===== config.mk =====
export PLATFORM = sky130hd
export DESIGN_NAME = rlfc_top
export DESIGN_NICKNAME = d
export VERILOG_FILES = /design/src/rlfc_pkg.sv /design/src/rlfc_top.sv /design/src/rlfc_slot_pwm.sv
export VERILOG_INCLUDE_DIRS = /design/src /design/src/src
export SDC_FILE = /design/constraint.sdc
export NUM_CORES = 1
export LEC_CHECK = 0
export ABC_AREA = 0
export BUFFER_PORTS_ARGS = -buffer_cell sky130_fd_sc_hd__buf_4
export CAP_MARGIN = 20
export CELL_PAD_IN_SITES_DETAIL_PLACEMENT = 0
export CELL_PAD_IN_SITES_GLOBAL_PLACEMENT = 1
export CORE_MARGIN = 3
export CORE_UTILIZATION = 30
export CTS_CLUSTER_DIAMETER = 120
export DETAILED_ROUTE_END_ITERATION = 12
export PLACE_DENSITY_LB_ADDON = 0.1
export SLEW_MARGIN = 20
export SYNTH_ARGS = -nofsm -noshare
export SYNTH_HDL_FRONTEND = slang
export SYNTH_SLANG_ARGS = --single-unit

===== constraint.sdc =====
create_clock -name mclk -period 4.2 [get_ports mclk]
set_clock_uncertainty 0.2 [all_clocks]
set_input_delay 0.84 -clock mclk [delete_from_list [all_inputs] [get_ports mclk]]
set_output_delay 0.84 -clock mclk [all_outputs]
set_load 0.01 [all_outputs]

===== src/rlfc_cfg.svh =====
// offsets, field positions, reset values and timing for the color led flash control
`ifndef RLFC_CFG_SVH
`define RLFC_CFG_SVH
`define RLFC_ADDR_CTRL     8'h00
`define RLFC_ADDR_COLOR    8'h01
`define RLFC_ADDR_MAXCUR   8'h02
`define RLFC_ADDR_GPIO     8'h06
`define RLFC_ADDR_FLASH    8'h07
`define RLFC_CTRL_IPWM     7
`define RLFC_CTRL_EN       6
`define RLFC_CTRL_MODE     5
`define RLFC_CTRL_SW_HI    3
`define RLFC_CTRL_SW_LO    1
`define RLFC_COLOR_HI      7
`define RLFC_COLOR_LO      4
`define RLFC_BRIGHT_HI     3
`define RLFC_BRIGHT_LO     1
`define RLFC_COLOR_OVL     0
`define RLFC_GPIO_PIN_PWM  0
`define RLFC_FLASH_SEL_HI  2
`define RLFC_FLASH_SEL_LO  0
`define RLFC_FLASH_EN      3
`define RLFC_FLASH_SAF_HI  6
`define RLFC_FLASH_SAF_LO  4
`define RLFC_FLASH_TRIP    7
`define RLFC_CTRL_RESET    8'h20
`define RLFC_REG_RESET     8'h00
`define RLFC_FULL_CODE     2'h3
`define RLFC_CLK_NS        20
`define RLFC_FRAME_NS      50000
`define RLFC_SAFETY_NS     1000000000
`define RLFC_FRAME_CYC     (`RLFC_FRAME_NS / `RLFC_CLK_NS)
`define RLFC_SAFETY_CYC    (`RLFC_SAFETY_NS / `RLFC_CLK_NS)
`endif


===== src/rlfc_pkg.sv =====
// types shared by the color led flash control
package rlfc_pkg;
	typedef struct packed {
		logic       wr;
		logic       rd;
		logic [7:0] addr;
		logic [7:0] wdata;
	} rlfc_regreq_t;

	typedef struct packed {
		logic red_output;
		logic green_output;
		logic blue_output;
	} rlfc_led_t;

	typedef struct packed {
		logic [1:0] red_current_code;
		logic [1:0] green_current_code;
		logic [1:0] blue_current_code;
	} rlfc_code_t;

	typedef enum logic [3:0] {
		RLFC_F_IDLE  = 4'h1,
		RLFC_F_ARMED = 4'h2,
		RLFC_F_PULSE = 4'h4,
		RLFC_F_DONE  = 4'h8
	} rlfc_flash_t;
endpackage


===== src/rlfc_top.sv =====
// color led flash control: registers, output gating, flash mode and safety timer
// Operation
// - non-overlapping frame stays fixed; on times shrink with brightness, tail stays off
// - red, green, blue get separate slots, ratios from sixteen color codes
// - outputs enabled, internal pwm off: each output follows its switch bit
// - direct mode ignores color and brightness settings
// - output mode bit high selects switch mode, low current sink; reset switch
// - max current register holds red 5:4, green 3:2, blue 1:0 codes
// - current codes 00..11 scale the ceiling to quarter, half, three quarters, full
// - pin acts as pwm input only with pin-pwm enable and outputs enabled
// - external pwm gates only selected, switched-on outputs; pin high means on
// - internal pwm off follows pin; on, internal pwm passes while pin high
// - unselected enabled outputs stay on whatever the pin does
// - flash pulse drives selected outputs at full current, overriding codes, switches
// - flash outputs shut off after the pin falls ending the pulse
// - new pulse needs flash enable cleared and set again
// - safety mode trips when max current register not accessed for one second
// - control bits: internal pwm 7, enable 6, mode 5, switches 3..1
// - trip switches off safety-enabled outputs and sets a read-only status bit
// - in flash mode safety counter runs only while the pin is high
`timescale 1ns/100ps
`include "rlfc_cfg.svh"
module rlfc_top #(
	parameter int FRAME_CYC  = `RLFC_FRAME_CYC,
	parameter int SAFETY_CYC = `RLFC_SAFETY_CYC
) (
	input  wire logic              mclk,
	input  wire logic              rstn,
	input  wire logic              pwm_pin,
	input  wire rlfc_pkg::rlfc_regreq_t reg_req,
	output logic             [7:0] reg_rdata,
	output rlfc_pkg::rlfc_led_t    led_on,
	output rlfc_pkg::rlfc_code_t   led_code,
	output logic                   switch_mode
);
	localparam int CW = $clog2(SAFETY_CYC + 1);

	if (SAFETY_CYC < 2) begin : g_chk
		$error("safety time must span at least two cycles");
	end

	logic                  rst_meta;
	logic                  rst_n;
	logic                  pin_meta;
	logic                  pin_s;
	logic [7:0]            ctrl_reg;
	logic [7:0]            color_reg;
	logic [7:0]            maxcur_reg;
	logic [7:0]            gpio_reg;
	logic [6:0]            flash_reg;
	logic                  trip_reg;
	logic [CW-1:0]         cnt_reg;
	rlfc_pkg::rlfc_flash_t st_reg;
	rlfc_pkg::rlfc_flash_t st_next;
	logic [2:0]            pwm;
	logic [2:0]            on_next;
	logic [5:0]            code_next;
	logic [7:0]            rd_mux;

	// reset release through two flip-flops
	always_ff @(posedge mclk or negedge rstn) begin
		if (!rstn) begin
			rst_meta <= 1'b0;
			rst_n    <= 1'b0;
		end else begin
			rst_meta <= 1'b1;
			rst_n    <= rst_meta;
		end
	end

	// pin synchroniser; only pin_s is read
	always_ff @(posedge mclk or negedge rst_n) begin
		if (!rst_n) begin
			pin_meta <= 1'b0;
			pin_s    <= 1'b0;
		end else begin
			pin_meta <= pwm_pin;
			pin_s    <= pin_meta;
		end
	end

	// named control fields
	wire       ipwm     = ctrl_reg[`RLFC_CTRL_IPWM];
	wire       col_en   = ctrl_reg[`RLFC_CTRL_EN];
	wire [2:0] sw       = ctrl_reg[`RLFC_CTRL_SW_HI:`RLFC_CTRL_SW_LO];
	wire [2:0] ext_sel  = flash_reg[`RLFC_FLASH_SEL_HI:`RLFC_FLASH_SEL_LO];
	wire [2:0] saf_en   = flash_reg[`RLFC_FLASH_SAF_HI:`RLFC_FLASH_SAF_LO];
	wire       fen      = flash_reg[`RLFC_FLASH_EN];
	wire       saf_any  = |saf_en;
	wire       pin_gate = gpio_reg[`RLFC_GPIO_PIN_PWM] & col_en;
	wire [2:0] ext_path = ext_sel & {3{pin_gate & ~fen}};
	wire [2:0] fl_path  = ext_sel & {3{pin_gate & fen}};
	wire [2:0] kill     = saf_en & {3{trip_reg}};
	wire [2:0] base     = ipwm ? (sw & pwm) : sw;
	wire       acc_max  = (reg_req.wr | reg_req.rd) && (reg_req.addr == `RLFC_ADDR_MAXCUR);
	wire       cnt_en   = saf_any & ~trip_reg & (fen ? pin_s : 1'b1);
	wire       cnt_end  = cnt_en && (cnt_reg == CW'(SAFETY_CYC - 1));

	rlfc_slot_pwm #(
		.FRAME_CYC (FRAME_CYC)
	) u_slot (
		.mclk    (mclk),
		.rst_n   (rst_n),
		.color   (color_reg[`RLFC_COLOR_HI:`RLFC_COLOR_LO]),
		.bright  (color_reg[`RLFC_BRIGHT_HI:`RLFC_BRIGHT_LO]),
		.overlap (color_reg[`RLFC_COLOR_OVL]),
		.pwm_reg (pwm)
	);

	// register writes; the trip bit is not writable
	always_ff @(posedge mclk or negedge rst_n) begin
		if (!rst_n) begin
			ctrl_reg   <= `RLFC_CTRL_RESET;
			color_reg  <= `RLFC_REG_RESET;
			maxcur_reg <= `RLFC_REG_RESET;
			gpio_reg   <= `RLFC_REG_RESET;
			flash_reg  <= 7'h00;
		end else if (reg_req.wr) begin
			case (reg_req.addr)
				`RLFC_ADDR_CTRL:   ctrl_reg   <= reg_req.wdata & 8'hEE;
				`RLFC_ADDR_COLOR:  color_reg  <= reg_req.wdata;
				`RLFC_ADDR_MAXCUR: maxcur_reg <= reg_req.wdata & 8'h3F;
				`RLFC_ADDR_GPIO:   gpio_reg   <= reg_req.wdata & 8'h01;
				`RLFC_ADDR_FLASH:  flash_reg  <= reg_req.wdata[6:0];
				default: ;
			endcase
		end
	end

	// read data, zero for unmapped addresses
	assign rd_mux =
		(reg_req.addr == `RLFC_ADDR_CTRL)   ? ctrl_reg :
		(reg_req.addr == `RLFC_ADDR_COLOR)  ? color_reg :
		(reg_req.addr == `RLFC_ADDR_MAXCUR) ? maxcur_reg :
		(reg_req.addr == `RLFC_ADDR_GPIO)   ? gpio_reg :
		(reg_req.addr == `RLFC_ADDR_FLASH)  ? {trip_reg, flash_reg} : 8'h00;

	always_ff @(posedge mclk or negedge rst_n) begin
		if (!rst_n) begin
			reg_rdata <= 8'h00;
		end else if (reg_req.rd) begin
			reg_rdata <= rd_mux;
		end
	end

	// flash sequencer: arm on enable with pin low, one pulse per arming
	always_comb begin
		st_next = st_reg;
		case (st_reg)
			rlfc_pkg::RLFC_F_IDLE: begin
				if (fen && !pin_s) st_next = rlfc_pkg::RLFC_F_ARMED;
			end
			rlfc_pkg::RLFC_F_ARMED: begin
				if (!fen) st_next = rlfc_pkg::RLFC_F_IDLE;
				else if (pin_s) st_next = rlfc_pkg::RLFC_F_PULSE;
			end
			rlfc_pkg::RLFC_F_PULSE: begin
				if (!fen) st_next = rlfc_pkg::RLFC_F_IDLE;
				else if (!pin_s) st_next = rlfc_pkg::RLFC_F_DONE;
			end
			rlfc_pkg::RLFC_F_DONE: begin
				if (!fen) st_next = rlfc_pkg::RLFC_F_IDLE;
			end
			default: st_next = rlfc_pkg::RLFC_F_IDLE;
		endcase
	end

	// safety counter and trip flag; only clearing all safety bits resets a trip
	always_ff @(posedge mclk or negedge rst_n) begin
		if (!rst_n) begin
			st_reg   <= rlfc_pkg::RLFC_F_IDLE;
			cnt_reg  <= '0;
			trip_reg <= 1'b0;
		end else begin
			st_reg <= st_next;
			if (!saf_any) begin
				cnt_reg  <= '0;
				trip_reg <= 1'b0;
			end else if (acc_max && !fen && !trip_reg) begin
				cnt_reg <= '0;
			end else if (cnt_en) begin
				cnt_reg <= cnt_reg + CW'(1);
				if (cnt_end) trip_reg <= 1'b1;
			end
		end
	end

	// per-output gating: direct, external pwm, flash override, safety cut
	always_comb begin
		on_next   = 3'h0;
		code_next = maxcur_reg[5:0];
		for (int i = 0; i < 3; i++) begin
			if (col_en) begin
				if (fl_path[i]) begin
					if (st_reg == rlfc_pkg::RLFC_F_PULSE) begin
						on_next[i]          = 1'b1;
						code_next[2*i +: 2] = `RLFC_FULL_CODE;
					end else if (st_reg != rlfc_pkg::RLFC_F_DONE) begin
						on_next[i] = base[i];
					end
				end else if (ext_path[i]) begin
					on_next[i] = base[i] & pin_s;
				end else begin
					on_next[i] = base[i];
				end
				if (kill[i]) on_next[i] = 1'b0;
			end
		end
	end

	// registered outputs
	always_ff @(posedge mclk or negedge rst_n) begin
		if (!rst_n) begin
			led_on      <= '0;
			led_code    <= '0;
			switch_mode <= 1'b1;
		end else begin
			led_on      <= on_next;
			led_code    <= code_next;
			switch_mode <= ctrl_reg[`RLFC_CTRL_MODE];
		end
	end
endmodule


===== src/rlfc_slot_pwm.sv =====
// internal pwm frame generator: color slots and brightness scaling
`timescale 1ns/100ps
`include "rlfc_cfg.svh"
module rlfc_slot_pwm #(
	parameter int FRAME_CYC = `RLFC_FRAME_CYC
) (
	input  wire logic       mclk,
	input  wire logic       rst_n,
	input  wire logic [3:0] color,
	input  wire logic [2:0] bright,
	input  wire logic       overlap,
	output logic      [2:0] pwm_reg
);
	localparam int PW = $clog2(FRAME_CYC + 1); // full-brightness length FRAME_CYC must fit too
	localparam int MW = PW + 4;

	if (FRAME_CYC < 128) begin : g_chk
		$error("frame too short for 1/64 brightness");
	end

	logic [PW-1:0] pos_reg;
	logic [PW-1:0] bl;
	logic [11:0]   parts;
	logic [MW-1:0] pos_x;
	logic [MW-1:0] e1;
	logic [MW-1:0] e2;
	logic [MW-1:0] e3;
	logic [2:0]    pwm_next;

	// on length of a frame for a brightness step, halving per step
	function automatic logic [PW-1:0] bright_len(input logic [2:0] b);
		bright_len = (b == 3'h0) ? '0 : PW'(FRAME_CYC >> (3'h7 - b));
	endfunction

	// share of each color in twelfths: red, green, blue nibbles
	function automatic logic [11:0] color_parts(input logic [3:0] c);
		case (c)
			4'h0: color_parts = 12'hC00;
			4'h1: color_parts = 12'h0C0;
			4'h2: color_parts = 12'h00C;
			4'h3: color_parts = 12'h660;
			4'h4: color_parts = 12'h066;
			4'h5: color_parts = 12'h606;
			4'h6: color_parts = 12'h444;
			4'h7: color_parts = 12'h633;
			4'h8: color_parts = 12'h363;
			4'h9: color_parts = 12'h363;
			4'hA: color_parts = 12'h336;
			4'hB: color_parts = 12'h930;
			4'hC: color_parts = 12'h093;
			4'hD: color_parts = 12'h390;
			4'hE: color_parts = 12'h039;
			default: color_parts = 12'h309;
		endcase
	endfunction

	// slot edges in twelfths of a frame position
	assign bl    = bright_len(bright);
	assign parts = color_parts(color);
	assign pos_x = MW'(pos_reg) * MW'(4'hC);
	assign e1    = MW'(bl) * MW'(parts[11:8]);
	assign e2    = MW'(bl) * (MW'(parts[11:8]) + MW'(parts[7:4]));
	assign e3    = MW'(bl) * (MW'(parts[11:8]) + MW'(parts[7:4]) + MW'(parts[3:0]));
	assign pwm_next = overlap ? {3{pos_reg < bl}} :
		{pos_x < e1, (pos_x >= e1) && (pos_x < e2), (pos_x >= e2) && (pos_x < e3)};

	// fixed frame counter and registered slot outputs
	always_ff @(posedge mclk or negedge rst_n) begin
		if (!rst_n) begin
			pos_reg <= '0;
			pwm_reg <= 3'h0;
		end else begin
			pos_reg <= (pos_reg == PW'(FRAME_CYC - 1)) ? '0 : pos_reg + PW'(1);
			pwm_reg <= pwm_next;
		end
	end
endmodule


**After elaboration in Yosys (flattened, before gate mapping)**

Memories as Yosys holds them, arrays and structs flattened.
Index checks and enable logic that the tools add are counted.

- Add/subtract/negate cells: 5
- Multiply operators: 4
- Divide/modulo/power cells: 0
- Magnitude comparators: 6
- Equality and inequality tests: 19
- Shift operators: 1
- Multiplexer cells: 51
- Bitwise logic cells: 15
- Reduce and logical (&&, ||, !) cells: 20

Operators with widths:

| cell | number |
|---|---|
| 26-bit 2-to-1 mux | 3 |
| 16-bit less-than comparator | 3 |
| 8-bit 2-to-1 mux | 5 |
| 16-bit >= comparator | 2 |
| 12-bit by 16-bit multiplier with 16-bit output | 2 |
| 26-bit by 1-bit adder with 26-bit output, second input constant | 1 |
| 26-bit == test, second input constant | 1 |
| 12-bit 2-to-1 mux | 2 |
| 4-bit 2-to-1 mux | 6 |
| 1-bit 2-to-1 mux | 23 |
| 2-bit 2-to-1 mux | 9 |
| 16-bit by 4-bit adder with 16-bit output | 1 |
| 8-bit by 3-bit == test with 1-bit output, second input constant | 2 |
| 12-bit by 4-bit multiplier with 16-bit output | 1 |
| 4-bit case mux with 4 select lines | 1 |
| 12-bit by 2-bit multiplier with 14-bit output, second input constant | 1 |
| 12-bit by 1-bit adder with 12-bit output, second input constant | 1 |
| 3-bit bitwise AND | 4 |
| 12-bit == test, second input constant | 1 |
| 12-bit less-than comparator | 1 |
| 12-bit by 3-bit right shift with 12-bit output, first input constant | 1 |
| 2-bit AND reduction | 5 |
| 1-bit bitwise AND | 8 |
| 8-bit by 1-bit == test with 1-bit output, second input constant | 1 |
| 22 further kinds | 36 |

- Register bits: 96
- Latch bits: 0
- RAM bits: 0
- ROM bits: 192
- Bits of input ports: 21
- Output and inout bits: 18
- Word-level logic and storage cells: 144
- Memories: 1

Memories:

| memory | words | width | read ports | clocked after memory_dff | write ports | line | source |
|---|---|---|---|---|---|---|---|
| (name not given) | 16 | 12 | 1 | 0 | 0 | rlfc_slot_pwm.sv:37 | `case (c)` |

**Longest topological paths before layout**

Gate-level depths: netlist of run 1.

- Depth in word-level cells: 8
- Gate-level depth with buffers: 37
- Gate-level depth less buffers: 35

**Hierarchy**

Synthesis of run 1 repeated with hierarchy kept, for this count alone.

- Cell total of the unflattened synthesis: 1420
- Area, all modules: 12144.1 µm²

By module, submodules not included:

| module | instances | cells each | area each (µm²) | sequential area each (µm²) |
|---|---|---|---|---|
| rlfc_slot_pwm | 1 | 1043 | 8187.9 | 375.4 |
| rlfc_top | 1 | 377 | 3956.3 | 2030.7 |

**Least setup slack after synthesis of run 1**

Ideal clock, no wire load.

- Path kind: reg2reg
- Start: register color_reg[5]
- End: register u_slot.pwm_reg[0]
- Library setup time: 0.139 ns
- Arrival time: 8.217 ns
- Data required time: 3.861 ns
- Setup slack: -4.356 ns
- Stages on the path, launching flop included: 35
- Buffers on the path: 2
- Period minus slack after synthesis: 8.556 ns
- Cell sequence: dfrtp_1 > inv_1 > ha_1 > nor2b_1 > a211oi_1 > clkbuf_1 > ha_1 > a21oi_1 > xnor2_1 > clkbuf_1 > ha_1 > nor2_1 > a21oi_1 > xor2_1 > nand2_1 > fa_1 > inv_1 > fa_1 > ha_1 > inv_1 > fa_1 > fa_1 > inv_1 > ha_1 > inv_1 > o21bai_1 > a2111o_1 > a31o_1 > a21oi_2 > xor2_1 > ha_1 > nand4_1 > or4_1 > a21oi_1 > o31ai_1

- Cells in the longest elaborated chain, start to end: 7
- Elaborated cells on any way between the ends: 9
- Those cells by class: add/sub (2); mul (2); order compare (2); mux (1); reduce/logical (1); memory (1)

Ends and longest elaborated chain:

| item | line | source |
|---|---|---|
| from (decl) | rlfc_top.sv:47 | `logic [7:0] color_reg;` |
| from (signal assigned) | rlfc_top.sv:114 | `` color_reg <= `RLFC_REG_RESET; `` |
| from (signal assigned) | rlfc_top.sv:121 | `` `RLFC_ADDR_COLOR: color_reg <= reg_req.wdata; `` |
| memory read 16 x 12 bit * | - |  |
| 4-bit by 4-bit adder with 5-bit output | rlfc_slot_pwm.sv:62, rlfc_slot_pwm.sv:63 |  |
| 16-bit by 4-bit adder with 16-bit output | rlfc_slot_pwm.sv:63 | `assign e3 = MW'(bl) * (MW'(parts[11:8]) + MW'(parts[7:4]) + MW'(parts[3:0]));` |
| 12-bit by 16-bit multiplier with 16-bit output | rlfc_slot_pwm.sv:63 |  |
| 16-bit less-than comparator | rlfc_slot_pwm.sv:65 | `{pos_x < e1, (pos_x >= e1) && (pos_x < e2), (pos_x >= e2) && (pos_x < e3)};` |
| 1-bit logical AND * | rlfc_slot_pwm.sv:65 |  |
| 3-bit 2-to-1 mux * | rlfc_slot_pwm.sv:64 | `assign pwm_next = overlap ? {3{pos_reg < bl}} :` |
| net u_slot.pwm_next[0] | rlfc_slot_pwm.sv:28 | `logic [2:0] pwm_next;` |
| to (signal assigned) | rlfc_slot_pwm.sv:74 | `pwm_reg <= pwm_next;` |
| to (decl) | rlfc_slot_pwm.sv:12 | `output logic [2:0] pwm_reg` |

Mark *: on every way through the listed nets, which the timed path passes. The rest lies on a longest branch.
A chain may end at the register's enable or synchronous reset.

**Final worst setup path of run 1**

Ends and elaborated chain as after synthesis.

==> results.md, run 1 <==
- Status: finished with violations
- Failing checks: setup timing
- Wire length per cell: 17.1 µm
- HPWL after detailed placement: 30800 µm
- Number of remaining DRC errors: 0
- Max Fclk: 128 MHz
- Crit path from: color_reg[5]
- CTS Sinks: 96
- Setup WS post-layout: -3.62 ns
- Most frequent cells in the layout: 265 x buf_4, 161 x inv_1, 157 x ha_1, 154 x nand2_1, 146 x nor2_1
- Post-Syn Area: 0.0121 mm²
- Initial core utilization: 0.308
- Total number of vias: approximately 10000
- Root buffer cell: clkbuf_16
- Worst hold path type: in2async
- Core area: a little under 0.04 mm²
- FF-to-FF setup slack: -3.62 ns
- Syn_nets: 1696
- Die area: around 0.043 mm²
- TritonCTS clock tree: yes
- Max reg flops: 26
- Type of origin of the critical path: flip-flop
- Die height: 207 µm
- Fillcell total: 4086
- Slew headroom: 0.415
- GR Util All Layers: 0.179
- Synth warnings: 0
- Die width: 207 µm
- Commonest non-fill, non-tap cell in the layout: buf_4
- Total power: 3.37 mW
- Setup Viol. Count Final: 3
- Crit path max fanout: 6
- GPL Wtd Cong: 0.828
- Number of synthesized flops with an enable pin: 0
- DRT iter0 DRCs: 464
- Initial antenna violation count: 0
- Clk_lat worst skew: between 0.3 and 0.4 ns
- Syn Area/Cell: about 8.6 µm²
- PortBufs: 38
- Vias in the first global route: between 10000 and 15000
- Synth Area in XOR/XNOR: 0.0629
- R2R cell count: 35
- FP Rows: 72
- Largest net degree at the start of global routing: 59
- Period Utilization, post-route: 1.86
- Routed vias/inst: 4.70
- Clock buffer depth: 2
- Leak Pwr: 7.79 nW
- First-pass DRT Iterations: 5
- Critical path arrival: between 7 and 8 ns
- Seq/Total Area, Yosys: 0.199
- Worst path top cell family by delay: adder cells
- Worst path buffer plus inverter count: 8
- Required @ worst endpoint: between 4 and 5 ns
- Final Max Tran Viols: 0
- Crit Reg-Reg Startpoint: color_reg[5]
- Tmin final: 7.82 ns
- Critical Path End Type: flip-flop
- Total Neg Setup Slack: -7.45 ns
- Clk pin slew, worst setup/hold paths: roughly 0.080 ns
- Synth Area in Simple Gates: 0.191
- Largest family of logic cells by synthesized area: adder cells
- Synth unique cells: between 70 and 80
- Critical R2R Capture: u_slot.pwm_reg[0]
- Slowest-stage cell, CP: fa_2
- Compound-cell area share of the yosys netlist: 0.108
- Main synth FF type: dfrtp_1
- Multiplexer share of the synthesized area: 0.0319
- Synth async-reset ratio: 1.00
- RSZ-0062 raised after global routing: true
- I/O pin count: 39
- Routed Antenna Nets: 0
- Fin. Hold Viols: 0
- Max cap viols: 0
- Levels on crit path: 35
- Grt ovf: 0
- Register bit total from synthesis: 96
- Worst-Margin Slew: 0.874 ns
- CP Capture Point: u_slot.pwm_reg[0]
- Area Overhead vs Synth: 29.5%
- Post-synthesis cell count: 1402
- Layout cells sized above 1: 0.273
- Pwr per Cell Area: 215 mW/mm²
- Largest vdd supply drop: 175 µV
- Total wire length: 37100 µm
- CTS buffer count: 9
- First-pass GRT wire length: 59300 µm
- Post-synthesis adder-cell area fraction: 0.339
- Net count, final: about 1900
- CP peak stage delay: 0.60 ns
- # H-tree levels: 3
- Worst setup path class: reg2reg
[metrics by stage]
step / instance area, µm² / utilization / hold WS, ns / setup slack (ns) / cells
3_5_place_dp: 14800 / 0.378 / 0.149 / -3.72 / 2134
6_report: 15700 / 0.399 / 0.0529 / -3.62 / 2175
5_1_grt: 15700 / 0.399 / 0.0385 / -4.00 / 2172
4_1_cts: 15500 / 0.395 / 0.0338 / -3.66 / 2167
2_1_floorplan: 12500 / - / 0.131 / -3.44 / 1402
3_3_place_gp: 14800 / 0.378 / 0.141 / -3.58 / 2134
[metal layers]
layer,vias to the layer above,global-route usage,share of wire
met4,0,0.0395,0.016
met5,-,0,0
met3,31,0.0256,0.034
met1,4886,0.246,0.48
li1,5155,-,-
met2,146,0.301,0.47
[worst min-delay path by stage]
stage | cells after the start | slack [ns] | startpoint | to
CTS | 1 | 0.03 | rstn | rst_n
global route | 1 | 0.04 | rstn | rst_n
detailed placement | 0 | 0.15 | pin_meta | pin_s
finish | 1 | 0.05 | rstn | rst_n
global placement | 0 | 0.14 | rst_meta | rst_n
floorplan | 0 | 0.13 | pin_meta | pin_s
[cell type report]
cell class | count | area (µm²) | area share
diodes | 3 | 7.51 | 0.000479
clock buffers | 11 | 243 | 0.0155
clock inverters | 5 | 63.8 | 0.00407
inverters | 179 | 678 | 0.0432
multi-input cells | 1088 | 9500 | 0.606
flip-flops and latches | 96 | 2410 | 0.154
well taps | 518 | 648 | 0.0413
repair buffers | 275 | 2130 | 0.136
[logic make-up (layout without fill, tap and decap cells)]
family	count (synthesis)	after routing
other cells	1	4
fa+ha+maj	273	273
buf+inv	218	470
mux	35	35
simple gates	490	490
flops	96	96
xor+xnor	87	87
compound gates	202	202
[synth_stat cells, types with 5 or more instances]
library cell | count | share of area
and2_1 | 20 | 0.010
o21bai_1 | 7 | 0.0043
nand3_1 | 27 | 0.011
nand4_1 | 16 | 0.0083
inv_1 | 174 | 0.054
dfrtp_1 | 93 | 0.19
nor3_1 | 24 | 0.0099
mux2_2 | 29 | 0.027
a222oi_1 | 5 | 0.0041
xor2_1 | 43 | 0.031
nor4_1 | 8 | 0.0041
nand2b_1 | 23 | 0.012
o21ai_0 | 36 | 0.015
nor2_1 | 151 | 0.047
and3_1 | 10 | 0.0052
a31oi_1 | 11 | 0.0057
buf_2 | 7 | 0.0029
ha_1 | 182 | 0.19
clkinv_1 | 5 | 0.0016
clkbuf_1 | 27 | 0.0084
o21a_1 | 10 | 0.0062
a21o_1 | 25 | 0.016
mux2i_1 | 6 | 0.0050
nor2b_1 | 17 | 0.0088
xnor2_1 | 44 | 0.032
a21oi_1 | 66 | 0.027
fa_1 | 91 | 0.15
nand2_1 | 163 | 0.051
[power by group]
part	leakage [nW]	internal, mW	switching, mW
registers	1.29	0.955	0.0458
clock network	0.147	0.485	0.397
logic	6.35	0.712	0.773
[what timing repair did]
action,4_1_cts,5_1_grt
pin swaps,59,27
hold buffers,0,0
resized for setup,57,30
hold endpoints to repair,0,0
gates cloned,1,0
setup buffers,17,5
setup endpoints to repair,3,3
Note: power is estimated with default switching activity, not from simulation.
==> run 2, diff against run 1 <==
Settings changed: SETUP_SLACK_MARGIN set to 0.1.
==> run 2 against run 1 <==
  * The flow still finishes with violations (setup timing)
  * Final cell count unchanged
  * Combinational power hardly changed
  * Core utilization unchanged
  * Register-to-register slack about the same
  * Routed wire length up 0.16%
  * Sequential share of layout area unchanged
  * First-iteration DRC count rose by 1.5%
  * Sequential power about the same
  * Via count is 0.14% lower
  * Hold slack better by 0.0024 ns
  * Critical path type unchanged
  * Critical endpoint unchanged
==> results.md, run 2 (same netlist as run 1, synthesis figures left out) <==
- Vias in the first global route: 10600 (-0.0095%)
- Grt ovf: 0 (unchanged)
- Required @ worst endpoint: 4.24 ns (about the same)
- R2R cell count: 35 (unchanged)
- Total wire length: 37100 µm (+0.16%)
- Pwr per Cell Area: 215 mW/mm² (about the same)
- Die area: 0.0428 mm² (unchanged)
- Slew headroom: 0.414 (-0.00116)
- Area Overhead vs Synth: 29.5% (unchanged)
- Worst hold slack: 0.0554 ns (+0.00243 ns)
- HPWL after detailed placement: 30800 µm (unchanged)
- CTS buffer count: 9 (unchanged)
- RSZ-0062 raised after global routing: true
- Most frequent cells in the layout: 265 x buf_4, 161 x inv_1, 157 x ha_1, 154 x nand2_1, 146 x nor2_1
- Fin. Hold Viols: 0 (unchanged)
- Clock buffer depth: 2 (unchanged)
- Largest vdd supply drop: 175 µV (+0.12%)
- Worst setup path class: reg2reg
- DRT iter0 DRCs: 471 (+1.5%)
- Worst hold path type: in2async
- Worst-Margin Slew: 0.875 ns (+0.00174 ns)
- Wire length per cell: 17.1 µm (+0.16%)
- Cells after DPL: 2134 (unchanged)
- Number of remaining DRC errors: 0 (unchanged)
- Largest net degree at the start of global routing: 59 (unchanged)
- Die height: 207 µm (unchanged)
- Layout Cells excl Fill: 2175 (unchanged)
- Clk pin slew, worst setup/hold paths: 0.08 ns (about the same)
- GR Util All Layers: 0.179 (unchanged)
- Final Max Tran Viols: 0 (unchanged)
- M1 GR Usage: 0.246 (unchanged)
- Critical Path End Type: flip-flop
- Setup Viol. Count Final: 3 (unchanged)
- Grt peak-use layer: met2
- Slowest-stage cell, CP: fa_2
- Core area: 0.0393 mm² (unchanged)
- Failing checks: setup timing
- Initial antenna violation count: 0 (unchanged)
- Type of origin of the critical path: flip-flop
- First-pass DRT Iterations: 6 (+1)
- FP Rows: 72 (unchanged)
- CP peak stage delay: 0.60 ns (about the same)
- Critical R2R Capture: u_slot.pwm_reg[0]
- CTS Sinks: 96 (unchanged)
- Clk_lat worst skew: 0.35 ns (about the same)
- Root buffer cell: clkbuf_16
- Tmin final: 7.82 ns (+0.00444 ns)
- PortBufs: 38 (unchanged)
- I/O pin count: 39 (unchanged)
- Layout cells sized above 1: 0.273 (unchanged)
- Crit path from: color_reg[5]
- GPL Wtd Cong: 0.828 (unchanged)
- Max reg flops: 26 (unchanged)
- Total number of vias: 10200 (-0.14%)
- Met3 Use GR: 0.0256 (unchanged)
- Max cap viols: 0 (unchanged)
- Commonest non-fill, non-tap cell in the layout: buf_4
- First-pass GRT wire length: 59300 µm (unchanged)
- Status: finished with violations
- Routed Antenna Nets: 0 (unchanged)
- Die width: 207 µm (unchanged)
- TritonCTS clock tree: yes
- Setup WS post-layout: -3.62 ns (-0.00444 ns)
- Net count, final: 1943 (unchanged)
- Crit path max fanout: 6 (unchanged)
- Crit Reg-Reg Startpoint: color_reg[5]
- Period Utilization, post-route: 1.86 (about the same)
- Routed vias/inst: 4.69 (-0.14%)
- Hold-fix buffers, CTS: 0 (unchanged)
- # H-tree levels: 3 (unchanged)
- FF-to-FF setup slack: -3.62 ns (about the same)
- Leak Pwr: 7.79 nW (unchanged)
- Initial core utilization: 0.308 (unchanged)
- GR Layer Usage met2: 0.301 (unchanged)
- Max Fclk: 128 MHz (about the same)
- Critical path arrival: 7.86 ns (about the same)
==> run 2: cell type report <==
cell class,count,area [µm²]
diodes,3,7.51
repair buffers,275,2130
multi-input cells,1088,9500
clock inverters,5,63.8
flip-flops and latches,96,2410
fillers,4086,23600
clock buffers,11,243
inverters,179,678
well taps,518,648
==> run 2: worst max path at each step <==
stage | endpoint | depth (start not counted)
final | u_slot.pwm_reg[0] | 35
after floorplan | u_slot.pwm_reg[0] | 35
after detailed placement | u_slot.pwm_reg[0] | 32
after global routing | u_slot.pwm_reg[0] | 36
after CTS | u_slot.pwm_reg[0] | 31
after global placement | u_slot.pwm_reg[0] | 32
==> run 2: timing repair <==
action                     in CTS  in global routing
setup endpoints to repair       3                  3
hold endpoints to repair        0                  0
pin swaps                      59                 27
cloned                          1                  0
resized for setup              57                 30
buffers inserted               17                  5
==> run 2: stage by stage <==
step / utilization / setup WS (ns) / power [mW] / TNS (ns) / instance area (µm²)
3_5_place_dp: 0.378 / -3.72 / 2.35 / -8.18 / 14800
6_report: 0.399 / -3.62 / 3.37 / -7.48 / 15700
3_3_place_gp: 0.378 / -3.58 / 2.35 / -8.02 / 14800
4_1_cts: 0.395 / -3.66 / 3.39 / -7.57 / 15500
5_1_grt: 0.399 / -4.00 / 3.62 / -8.53 / 15700
2_1_floorplan: - / -3.44 / 1.80 / -6.11 / 12500
==> run 2: layer usage <==
layer  share of wire  wire, µm
met5               0         0
met4           0.016       601
met3           0.033      1220
met2            0.47     17600
met1            0.48     17700
==> run 2: worst max-delay path: cells and delay by family, from the launching register on <==
kind	cells	cell delay [ns]
xor+xnor	2	0.24
fa+ha+maj	11	4.04
simple gates	5	0.93
mux	1	0.06
flops	1	0.46
compound gates	8	1.25
buf+inv	8	0.56
==> run 2: report_power, final <==
group	total, mW	switching [mW]	internal [mW]
combinational	1.48	0.773	0.712
sequential	1.00	0.0456	0.955
clock	0.881	0.396	0.485
